===== src/core/uar_regs.svh =====
// register map, field positions, reset values and sampling counts of the receiver
// assumes a 32-bit AXI4-Lite slave with byte addresses
`ifndef UAR_REGS_SVH
`define UAR_REGS_SVH
`define UAR_ADDR_W      8
`define UAR_DATA_OFF    8'h00
`define UAR_STAT_OFF    8'h04
`define UAR_CTRL_OFF    8'h08
`define UAR_BAUD_OFF    8'h0c
`define UAR_STAT_RXC    7
`define UAR_STAT_FE     4
`define UAR_STAT_PE     2
`define UAR_STAT_DS     1
`define UAR_CTRL_EN     0
`define UAR_CTRL_PCE    1
`define UAR_CTRL_ODD    2
`define UAR_CTRL_DS     3
`define UAR_CTRL_CSZ    4
`define UAR_CSZ_RST     2'h3
`define UAR_DIV_W       12
`define UAR_DIV_RST     16'h0043
`define UAR_SPB_NORM    5'h10
`define UAR_SPB_DBL     5'h08
`define UAR_SF_NORM     5'h08
`define UAR_SF_DBL      5'h04
`define UAR_MIN_DATA    4'h5
`define UAR_RESP_OKAY   2'h0
`define UAR_RESP_SLVERR 2'h2
`endif


===== src/core/uar_pkg.sv =====
// types shared by the receiver
// assumes nothing beyond the register header
package uar_pkg;
    typedef enum logic [1:0] {
        UAR_IDLE,
        UAR_START,
        UAR_BITS
    } uar_rx_state_type;

    typedef struct packed {
        logic       fe;
        logic       pe;
        logic [7:0] data;
    } uar_entry_type;
endpackage : uar_pkg


===== src/core/uar_receiver.sv =====
// asynchronous serial receiver with two-entry buffer and AXI4-Lite registers
// assumes serial_in_pin is asynchronous; clock at 125 MHz; bus on the same clock
//
// Function
// - parity is compared only while parity_check_enable is set
// - parity_odd_select chooses odd or even expected parity
// - parity outcome is stored with its character and stop bit in the buffer
// - parity_error_flag shows the head character until the data register read
// - clearing receiver_enable aborts any frame in progress at once
// - while disabled the pin takeover output is released
// - disabling empties the buffer with all stored status
// - line sampled at 16x baud, or 8x with double_speed_select
// - falling edge from idle starts detection; first low sample is sample one
// - start validity from samples 8,9,10 or 4,5,6 in double speed
// - two or more high check samples reject the start as noise
// - sampling phase realigns on every accepted start bit
// - per-bit sample counter of 16 or 8 states numbers each sample
// - each bit is the two-of-three vote of its centre samples
// - recover data, optional parity, first stop; later stop bits ignored
// - a zero first stop bit marks frame_error_flag for that character
// - a new start edge is seen right after the stop bit vote
// - eight-bit normal frames tolerate 95.36 to 104.58 percent rate
// - rx_complete_flag high exactly while the buffer holds a character
// - buffer is a two-entry fifo advanced by each data register read
`timescale 1ns/100ps
`default_nettype none
`include "uar_regs.svh"

module uar_receiver #(
    parameter int DIV_W = `UAR_DIV_W
) (
    input  wire logic                   clock,
    input  wire logic                   rst_b,
    input  wire logic                   serial_in_pin,
    output logic                        rx_pin_override,
    output logic                        rx_complete_flag,
    input  wire logic [`UAR_ADDR_W-1:0] s_axi_awaddr,
    input  wire logic                   s_axi_awvalid,
    output logic                        s_axi_awready,
    input  wire logic [31:0]            s_axi_wdata,
    input  wire logic [3:0]             s_axi_wstrb,
    input  wire logic                   s_axi_wvalid,
    output logic                        s_axi_wready,
    output logic [1:0]                  s_axi_bresp,
    output logic                        s_axi_bvalid,
    input  wire logic                   s_axi_bready,
    input  wire logic [`UAR_ADDR_W-1:0] s_axi_araddr,
    input  wire logic                   s_axi_arvalid,
    output logic                        s_axi_arready,
    output logic [31:0]                 s_axi_rdata,
    output logic [1:0]                  s_axi_rresp,
    output logic                        s_axi_rvalid,
    input  wire logic                   s_axi_rready
);
    import uar_pkg::*;

    generate
        if (DIV_W < 1 || DIV_W > 16) begin : g_bad_div
            $error("DIV_W must be 1 to 16");
        end
    endgenerate

    typedef struct packed {
        logic                     sync1;
        logic                     sync2;
        logic                     line;
        logic [DIV_W-1:0]         div_cnt;
        uar_rx_state_type         st;
        logic [4:0]               scnt;
        logic [3:0]               bidx;
        logic [2:0]               votes;
        logic [7:0]               shreg;
        logic                     par_bit;
        uar_entry_type [1:0]      fifo;
        logic                     head;
        logic [1:0]               cnt;
        logic                     en;
        logic                     pce;
        logic                     odd;
        logic                     ds;
        logic [1:0]               csz;
        logic [DIV_W-1:0]         div;
        logic                     aw_got;
        logic                     w_got;
        logic [`UAR_ADDR_W-1:0]   awaddr;
        logic [31:0]              wdata;
        logic [3:0]               wstrb;
        logic                     bvalid;
        logic [1:0]               bresp;
        logic                     rvalid;
        logic [31:0]              rdata;
        logic [1:0]               rresp;
    } uar_state_type;

    uar_state_type    q;
    uar_state_type    d;
    logic             tick;
    logic [4:0]       spb;
    logic [4:0]       sf;
    logic [3:0]       nd;
    logic [3:0]       last;
    logic [2:0]       vote_now;
    logic             bitv;
    logic             push;
    logic             pop;
    logic             push_fe;
    logic             push_pe;
    logic             aw_hs;
    logic             w_hs;
    logic             ar_hs;
    logic [`UAR_ADDR_W-1:0] wa;
    logic [31:0]      wd;
    logic [3:0]       ws;

    function automatic logic maj3(input logic [2:0] s);
        maj3 = (s[0] & s[1]) | (s[0] & s[2]) | (s[1] & s[2]);
    endfunction : maj3

    // word decode shared by the write and read paths
    function automatic logic hit(input logic [`UAR_ADDR_W-1:0] a,
                                 input logic [`UAR_ADDR_W-1:0] off);
        hit = (a[`UAR_ADDR_W-1:2] == off[`UAR_ADDR_W-1:2]);
    endfunction : hit

    assign s_axi_awready    = !q.aw_got && !q.bvalid;
    assign s_axi_wready     = !q.w_got && !q.bvalid;
    assign s_axi_arready    = !q.rvalid;
    assign s_axi_bvalid     = q.bvalid;
    assign s_axi_bresp      = q.bresp;
    assign s_axi_rvalid     = q.rvalid;
    assign s_axi_rdata      = q.rdata;
    assign s_axi_rresp      = q.rresp;
    assign rx_pin_override  = q.en;
    assign rx_complete_flag = (q.cnt != 2'h0);

    always_comb begin
        d        = q;
        tick     = (q.div_cnt == '0);
        spb      = q.ds ? `UAR_SPB_DBL : `UAR_SPB_NORM;
        sf       = q.ds ? `UAR_SF_DBL : `UAR_SF_NORM;
        nd       = `UAR_MIN_DATA + {2'h0, q.csz};
        last     = nd + {3'h0, q.pce};
        vote_now = {q.votes[1:0], q.sync2};
        bitv     = maj3(vote_now);
        push     = 1'b0;
        push_fe  = !bitv;
        // parity over all data bits; unused upper bits are zero
        push_pe  = q.pce & (^q.shreg ^ q.par_bit ^ q.odd);
        aw_hs    = s_axi_awvalid && s_axi_awready;
        w_hs     = s_axi_wvalid && s_axi_wready;
        ar_hs    = s_axi_arvalid && s_axi_arready;
        pop      = ar_hs && hit(s_axi_araddr, `UAR_DATA_OFF) && (q.cnt != 2'h0);
        wa       = aw_hs ? s_axi_awaddr : q.awaddr;
        wd       = w_hs ? s_axi_wdata : q.wdata;
        ws       = w_hs ? s_axi_wstrb : q.wstrb;

        d.sync1 = serial_in_pin;
        d.sync2 = q.sync1;
        // a new divisor loads only at the next reload, so a large old one delays it
        d.div_cnt = tick ? q.div : q.div_cnt - 1'b1;
        if (tick) begin
            d.line = q.sync2;
        end
        // the sample clock keeps running while idle, so the start edge is
        // known to within one sample, which bounds the tolerated rate error
        if (tick && q.st != UAR_IDLE && q.scnt >= sf && q.scnt <= sf + 5'h2) begin
            d.votes = vote_now;
        end

        unique case (q.st)
            UAR_IDLE: begin
                if (tick && q.en && q.line && !q.sync2) begin
                    d.st    = UAR_START;
                    // this tick took sample one, so the next tick takes sample two
                    d.scnt  = 5'h2;
                    d.shreg = 8'h00;
                end
            end
            UAR_START: begin
                if (tick) begin
                    if (q.scnt == sf + 5'h2 && bitv) begin
                        d.st = UAR_IDLE;
                    end else if (q.scnt == spb) begin
                        d.st   = UAR_BITS;
                        d.scnt = 5'h1;
                        d.bidx = 4'h0;
                    end else begin
                        d.scnt = q.scnt + 5'h1;
                    end
                end
            end
            UAR_BITS: begin
                if (tick) begin
                    if (q.scnt == sf + 5'h2 && q.bidx == last) begin
                        // stop is the last bit used; any second stop is ignored
                        push = 1'b1;
                        d.st = UAR_IDLE;
                    end else begin
                        if (q.scnt == sf + 5'h2) begin
                            if (q.bidx < nd) begin
                                d.shreg[q.bidx[2:0]] = bitv;
                            end else begin
                                d.par_bit = bitv;
                            end
                        end
                        if (q.scnt == spb) begin
                            d.scnt = 5'h1;
                            d.bidx = q.bidx + 4'h1;
                        end else begin
                            d.scnt = q.scnt + 5'h1;
                        end
                    end
                end
            end
        endcase

        // a character arriving with the buffer full and no read is dropped
        if (push && (q.cnt != 2'h2 || pop)) begin
            d.fifo[q.head ^ q.cnt[0]] = '{fe: push_fe, pe: push_pe, data: q.shreg};
        end else begin
            push = 1'b0;
        end
        d.cnt  = q.cnt + {1'b0, push} - {1'b0, pop};
        d.head = q.head ^ pop;

        if (!q.en) begin
            d.st   = UAR_IDLE;
            d.cnt  = 2'h0;
            d.head = 1'b0;
        end

        if (aw_hs) begin
            d.aw_got = 1'b1;
            d.awaddr = s_axi_awaddr;
        end
        if (w_hs) begin
            d.w_got = 1'b1;
            d.wdata = s_axi_wdata;
            d.wstrb = s_axi_wstrb;
        end
        if ((q.aw_got || aw_hs) && (q.w_got || w_hs)) begin
            d.aw_got = 1'b0;
            d.w_got  = 1'b0;
            d.bvalid = 1'b1;
            d.bresp  = `UAR_RESP_OKAY;
            if (hit(wa, `UAR_CTRL_OFF)) begin
                if (ws[0]) begin
                    d.en  = wd[`UAR_CTRL_EN];
                    d.pce = wd[`UAR_CTRL_PCE];
                    d.odd = wd[`UAR_CTRL_ODD];
                    d.ds  = wd[`UAR_CTRL_DS];
                    d.csz = wd[`UAR_CTRL_CSZ+1:`UAR_CTRL_CSZ];
                end
            end else if (hit(wa, `UAR_BAUD_OFF)) begin
                for (int i = 0; i < DIV_W; i++) begin
                    if (ws[i/8]) begin
                        d.div[i] = wd[i];
                    end
                end
            end else if (!hit(wa, `UAR_DATA_OFF) && !hit(wa, `UAR_STAT_OFF)) begin
                d.bresp = `UAR_RESP_SLVERR;
            end
        end
        if (q.bvalid && s_axi_bready) begin
            d.bvalid = 1'b0;
        end

        if (q.rvalid && s_axi_rready) begin
            d.rvalid = 1'b0;
        end
        if (ar_hs) begin
            d.rvalid = 1'b1;
            d.rresp  = `UAR_RESP_OKAY;
            d.rdata  = 32'h0000_0000;
            if (hit(s_axi_araddr, `UAR_DATA_OFF)) begin
                if (q.cnt != 2'h0) begin
                    d.rdata[7:0] = q.fifo[q.head].data;
                end
            end else if (hit(s_axi_araddr, `UAR_STAT_OFF)) begin
                // status describes the head character until it is read
                d.rdata[`UAR_STAT_RXC] = (q.cnt != 2'h0);
                d.rdata[`UAR_STAT_FE]  = (q.cnt != 2'h0) && q.fifo[q.head].fe;
                d.rdata[`UAR_STAT_PE]  = (q.cnt != 2'h0) && q.fifo[q.head].pe;
                d.rdata[`UAR_STAT_DS]  = q.ds;
            end else if (hit(s_axi_araddr, `UAR_CTRL_OFF)) begin
                d.rdata[`UAR_CTRL_EN]  = q.en;
                d.rdata[`UAR_CTRL_PCE] = q.pce;
                d.rdata[`UAR_CTRL_ODD] = q.odd;
                d.rdata[`UAR_CTRL_DS]  = q.ds;
                d.rdata[`UAR_CTRL_CSZ+1:`UAR_CTRL_CSZ] = q.csz;
            end else if (hit(s_axi_araddr, `UAR_BAUD_OFF)) begin
                d.rdata[DIV_W-1:0] = q.div;
            end else begin
                d.rresp = `UAR_RESP_SLVERR;
            end
        end
    end

    always_ff @(posedge clock or negedge rst_b) begin
        if (!rst_b) begin
            q       <= '0;
            q.sync1 <= 1'b1;
            q.sync2 <= 1'b1;
            q.line  <= 1'b1;
            q.csz   <= `UAR_CSZ_RST;
            q.div   <= DIV_W'(`UAR_DIV_RST);
        end else begin
            q <= d;
        end
    end
endmodule : uar_receiver
`default_nettype wire


===== config.mk =====
export PLATFORM = sky130hd
export DESIGN_NAME = uar_receiver
export DESIGN_NICKNAME = d
export VERILOG_FILES = /design/src/core/uar_pkg.sv /design/src/core/uar_receiver.sv
export VERILOG_INCLUDE_DIRS = /design/src /design/src/core
export SDC_FILE = /design/constraint.sdc
export NUM_CORES = 1
export LEC_CHECK = 0
export BUFFER_PORTS_ARGS = -buffer_cell sky130_fd_sc_hd__buf_2
export CAP_MARGIN = 20
export CORE_UTILIZATION = 35
export CTS_CLUSTER_SIZE = 16
export DETAILED_ROUTE_END_ITERATION = 10
export MAX_ROUTING_LAYER = met4
export PLACE_DENSITY = 0.53
export SLEW_MARGIN = 20
export SYNTH_ARGS = -nofsm -noshare
export SYNTH_HDL_FRONTEND = slang
export SYNTH_SLANG_ARGS = --single-unit

===== constraint.sdc =====
create_clock -name clock -period 8.4 [get_ports clock]
set_input_delay 1.26 -clock clock [delete_from_list [all_inputs] [get_ports clock]]
set_output_delay 1.26 -clock clock [all_outputs]
set_load 0.01 [all_outputs]

# [Word level (Yosys, flattened, before mapping)]
# Index checks and enable logic that the tools add are counted.
[op_classes] n_reduce_logical=56 addsub=8 n_eq_ne=26 n_lt_le_gt_ge=8 bitwise_logic=13 mux=66
[op_table] op="two-way mux 9 bit" n=5
[op_table] op="two-way mux 8 bit" n=5
[op_table] op="two-way mux 12 bit" n=3
[op_table] op="two-way mux 35 bit" n=1
[op_table] op="two-way mux 10 bit" n=3
[op_table] op="two-way mux 2 bit" n=14
[op_table] op="equality test 6 x 2 -> 1 bit (second input constant)" n=4
[op_table] op="logical AND 1 bit" n=24
[op_table] op="two-way mux 11 bit" n=2
[op_table] op="case mux 7 bit (3 select lines)" n=1
[op_table] op="bitwise mux 20 bit" n=1
[op_table] op="two-way mux 4 bit" n=5
[op_table] op="!= test 2 bit (second input constant)" n=10
[op_table] op="case mux 8 bit (2 select lines)" n=1
[op_table] op="nonzero test 2 bit" n=8
[op_table] op="AND reduction 5 bit" n=3
[op_table] op="two-way mux 1 bit" n=13
[op_table] op="equality test 6 x 1 -> 1 bit (second input constant)" n=2
[op_table] op="logical NOT 12 bit" n=1
[op_table] op="logical NOT 6 bit" n=2
[op_table] op="two-way mux 6 bit" n=2
[op_table] op="!= test 3 bit (second input constant)" n=4
[op_table] op="subtractor 12 x 1 -> 12 bit (second input constant)" n=1
[op_table] op="demux 10 bit (select 1 bit)" n=1
[op_table] op="37 further kinds" n=61
[totals] input_bits=60 reg_bits=120 wordCells=213

# [Logic depth before layout (Yosys ltp)]
[depth] ltp_word=12 mapped_depth=14 ltp_nobuf=14

# [Worst setup path after synthesis]
# OpenSTA, ideal clock, no wires.
[synth_path] kind="input to register" from="input s_axi_araddr[5]" to="register q[103] (netlist bit)" arrival_time_ps=3163 stages=10 path_slack_ps=5118 cell_sequence="or4_4 nor4_4 or3b_1 nand2_1 ha_1 inv_1 ha_1 xnor2_1 xnor2_1 and2_1"
[synth_rtl] item="start, declared" line="uar_receiver.sv:47" text="input wire logic [`UAR_ADDR_W-1:0] s_axi_araddr,"
[synth_rtl] item="end, declared" line="uar_receiver.sv:95" text="uar_state_type q;"

# [Worst setup path after layout]
[layout_path] from="register q[148] (netlist bit)" to="register q[122] (netlist bit)"
[layout_between] elab_chain_len=4
[layout_rtl] item="logical NOT 12 bit" line="uar_receiver.sv:138" text="tick = (q.div_cnt == '0);"
[layout_rtl] item="two-way mux 1 bit" line="uar_receiver.sv:193" text="if (tick) begin"
[layout_rtl] item="two-way mux 1 bit" line="uar_receiver.sv:170" text="unique case (q.st)"
[layout_rtl] item="logical AND 1 bit" line="uar_receiver.sv:218" text="if (push && (q.cnt != 2'h2 || pop)) begin"
# No other way between the ends.
# A chain may end at the register's enable or synchronous reset.

==> metrics.txt <==
hold crit path type=flip-flop to flip-flop; gpl congestion=about 0.80; sw frac=roughly 31%; combinational share of power=between 20% and 30%; Unique masters post-synth=62; Synth Register Bits=around 120; Clk pwr share=34.3%; uppermost layer routed=met4; Max Cap Violations=0; Top FF cell, synth=dfrtp_1; met3 routed WL=between 500 and 600 um; clk_lat worst skew=around 0.42 ns; Worst path depth=7; Post-CTS Hold Buffers=0; slowest CP cell=nand3_2; met1 WL=slightly above 6000 um; clock buffer depth=2; sequential power share=between 40% and 50%; worst slew pin tran=approximately 0.99 ns; Worst Setup SP=q[148]; nets@finish=roughly 670; max incr delay on CP=0.64 ns; CP Class=flip-flop to flip-flop; wire length on met2=between 6000 and 7000 um; total CTS buffers=17; worst hold margin=between 0.3 and 0.4 ns; DP HPWL=slightly above 9000 um; Max FO, Critical Path=33; net switching power figure=roughly 570 uW; GRT Total Usage=between 10% and 20%; Remaining Overflow, GRT=0; CTS H-Tree Depth=4; vias in the first global route=about 4300; crit path launch type=flip-flop; Critical Path RT=slightly below 9 ns; Async S/R FF share, synth=100.0%; reg2reg start=q[148]; largest net degree at the start of global routing=79; EDFF count, synth=0; detailed-route DRC error count=0; core box area=between 15000 and 20000 um2; leak pwr=about 0.0032 uW; Row Count=48; area grow syn2layout=13.27%; die footprint=18150 um2; layout cells sized above 1=between 20% and 30%; Initial Utilization=a little over a third; register area share after synthesis=between 40% and 50%; crit path DAT=approximately 3.9 ns; Die Ht=134.7 um; Setup crit end=q[122]; VDD IR-drop max=0.1452 mV; final WL=between 10000 and 15000 um; CP delay by family, top=simple AND/OR/NAND/NOR gates; final core utilization=between 40% and 50%; CTS tree=done; area share of the largest cell type after synthesis=a little over two fifths; Yosys top cell by area=dfrtp_1; I/O pin count=between 100 and 150; Root Driver=clkbuf_16; Cells after Synth=roughly 550; initial antenna violation count=0; Post-Layout Cell Count=828; ant diodes=0; final setup fails=0; max-slew violations=0; Antenna Violating Nets Remaining=0; Fmax achieved=between 200 and 300 MHz; IO Port Bufs=54; most frequent cells after synthesis=dfrtp_1, mux2_2, buf_4; slew margin rel.=between 30% and 40%; depth of the most critical reg-to-reg path=7; Pre-Repair DR Iteration Count=5; RSZ-0062 raised after global routing=no; top cells by area, synth=dfrtp_1, mux2_2, buf_4, mux2i_1, ha_1; Synth warnings=0; power density cells=between 200 and 300 nW/um2; Final Hold Viols=0; worst slack, placed=4.571 ns; most common cell in the netlist=dfrtp_1; Iter 0 DRT Violations=278; Post-CTS Setup Bufs=0; setup TNS=0 ns; Syn Std Cell Area=6167 um2; crit path time final=about 3.6 ns; internal power=around 1300 uW; Final WS setup=~4.8 ns; status=completed; first-pass GRT wire length=21800 um; post_cts resized=0; CP Cell Sequence=inv_1 > ha_1 > nor3b_1 > nand3_2 > nor3_1 > nand3b_1 > mux2_1; reg-to-reg endpoint=q[122]; placed cells=roughly 800; Die W=about 130 um; period utilisation layout=about 43%; Final Skew=~0.017 ns; vias after detailed routing=4269; Avg Synthesized Cell Area=~11 um2; DR vias/cell=5.156; Sink Count=roughly 120; routed len/inst=~16 um; Worst-path clk slew=0.05 ns; Critical Path Sink Type=flip-flop; r2r setup slk=just under 5 ns; worst path bufs/invs=1
[registers in the layout (all words and copies together), names as in the netlist]
register	cells
q	98
s_axi_rvalid	1
d	1
rx_pin_override	1
s_axi_rresp	1
s_axi_bresp	1
s_axi_bvalid	1
s_axi_rdata	12
[cells by family after synthesis]
kind of cell | share of synthesized area, %
AND/OR/NAND/NOR | 13.09
flip-flops | 47.23
AO/OA/AOI/OAI | 10.49
buffers and inverters | 7.324
multiplexers | 14.53
XOR/XNOR | 3.348
adder cells (fa/ha/maj) | 3.936
other | 0.06081
[through the flow]
step,total power [uW],area (um2)
2_1_floorplan,1108,6246
3_3_place_gp,1208,6454
3_5_place_dp,1229,6454
4_1_cts,1875,6975
5_1_grt,1975,6985
6_report,1850,6985
[how the worst min path moves through the flow]
stage | startpoint | end | slack [ns] | cells past startpoint
floorplan | d[161] | q[161] | 0.35 | 0
global placement | d[161] | q[161] | 0.35 | 0
detailed placement | d[161] | q[161] | 0.35 | 0
CTS | d[161] | q[161] | 0.36 | 0
global route | d[161] | q[161] | 0.36 | 0
finish | d[161] | q[161] | 0.35 | 0
[layer usage]
metal | GRT usage, % | vias to the layer above
met2 | 24.89 | 134
li1 | - | 2018
met3 | 3.941 | 21
met5 | - | -
met4 | 6.554 | 0
met1 | 20.70 | 2096
[area by class of cell]
type	count	area, um2
Tap cell	225	281.5
Clock buffer	22	464.2
Clock inverter	9	57.56
Fill cell	1659	10250
Inverter	26	97.59
Sequential cell	116	2913
Multi-Input combinational cell	375	2888
Timing Repair Buffer	55	284.0
[layout by cell type (no fill, tap or decap), drive strengths merged, types with 8 or more instances in the layout]
cell type and instances:
clkbuf 22, nand2 30, nand3 9, xnor2 14, ha 17, o21ai 19
buf 55, dfstp 8, nor2 30, nor4 12, inv 26, mux2i 22
mux2 60, nor3b 8, a22o 13, conb 22, nor3 15, a21oi 9
dfrtp 108, a211o 8
[power by group through the flow]
stage	Combinational, uW	Clock (uW)	Sequential, uW
global route	447	685	843
CTS	399	652	824
global placement	383	0	825
detailed placement	397	0	832
floorplan	322	0	787
finish	393	634	823
Power figures use the tool's default switching activity.
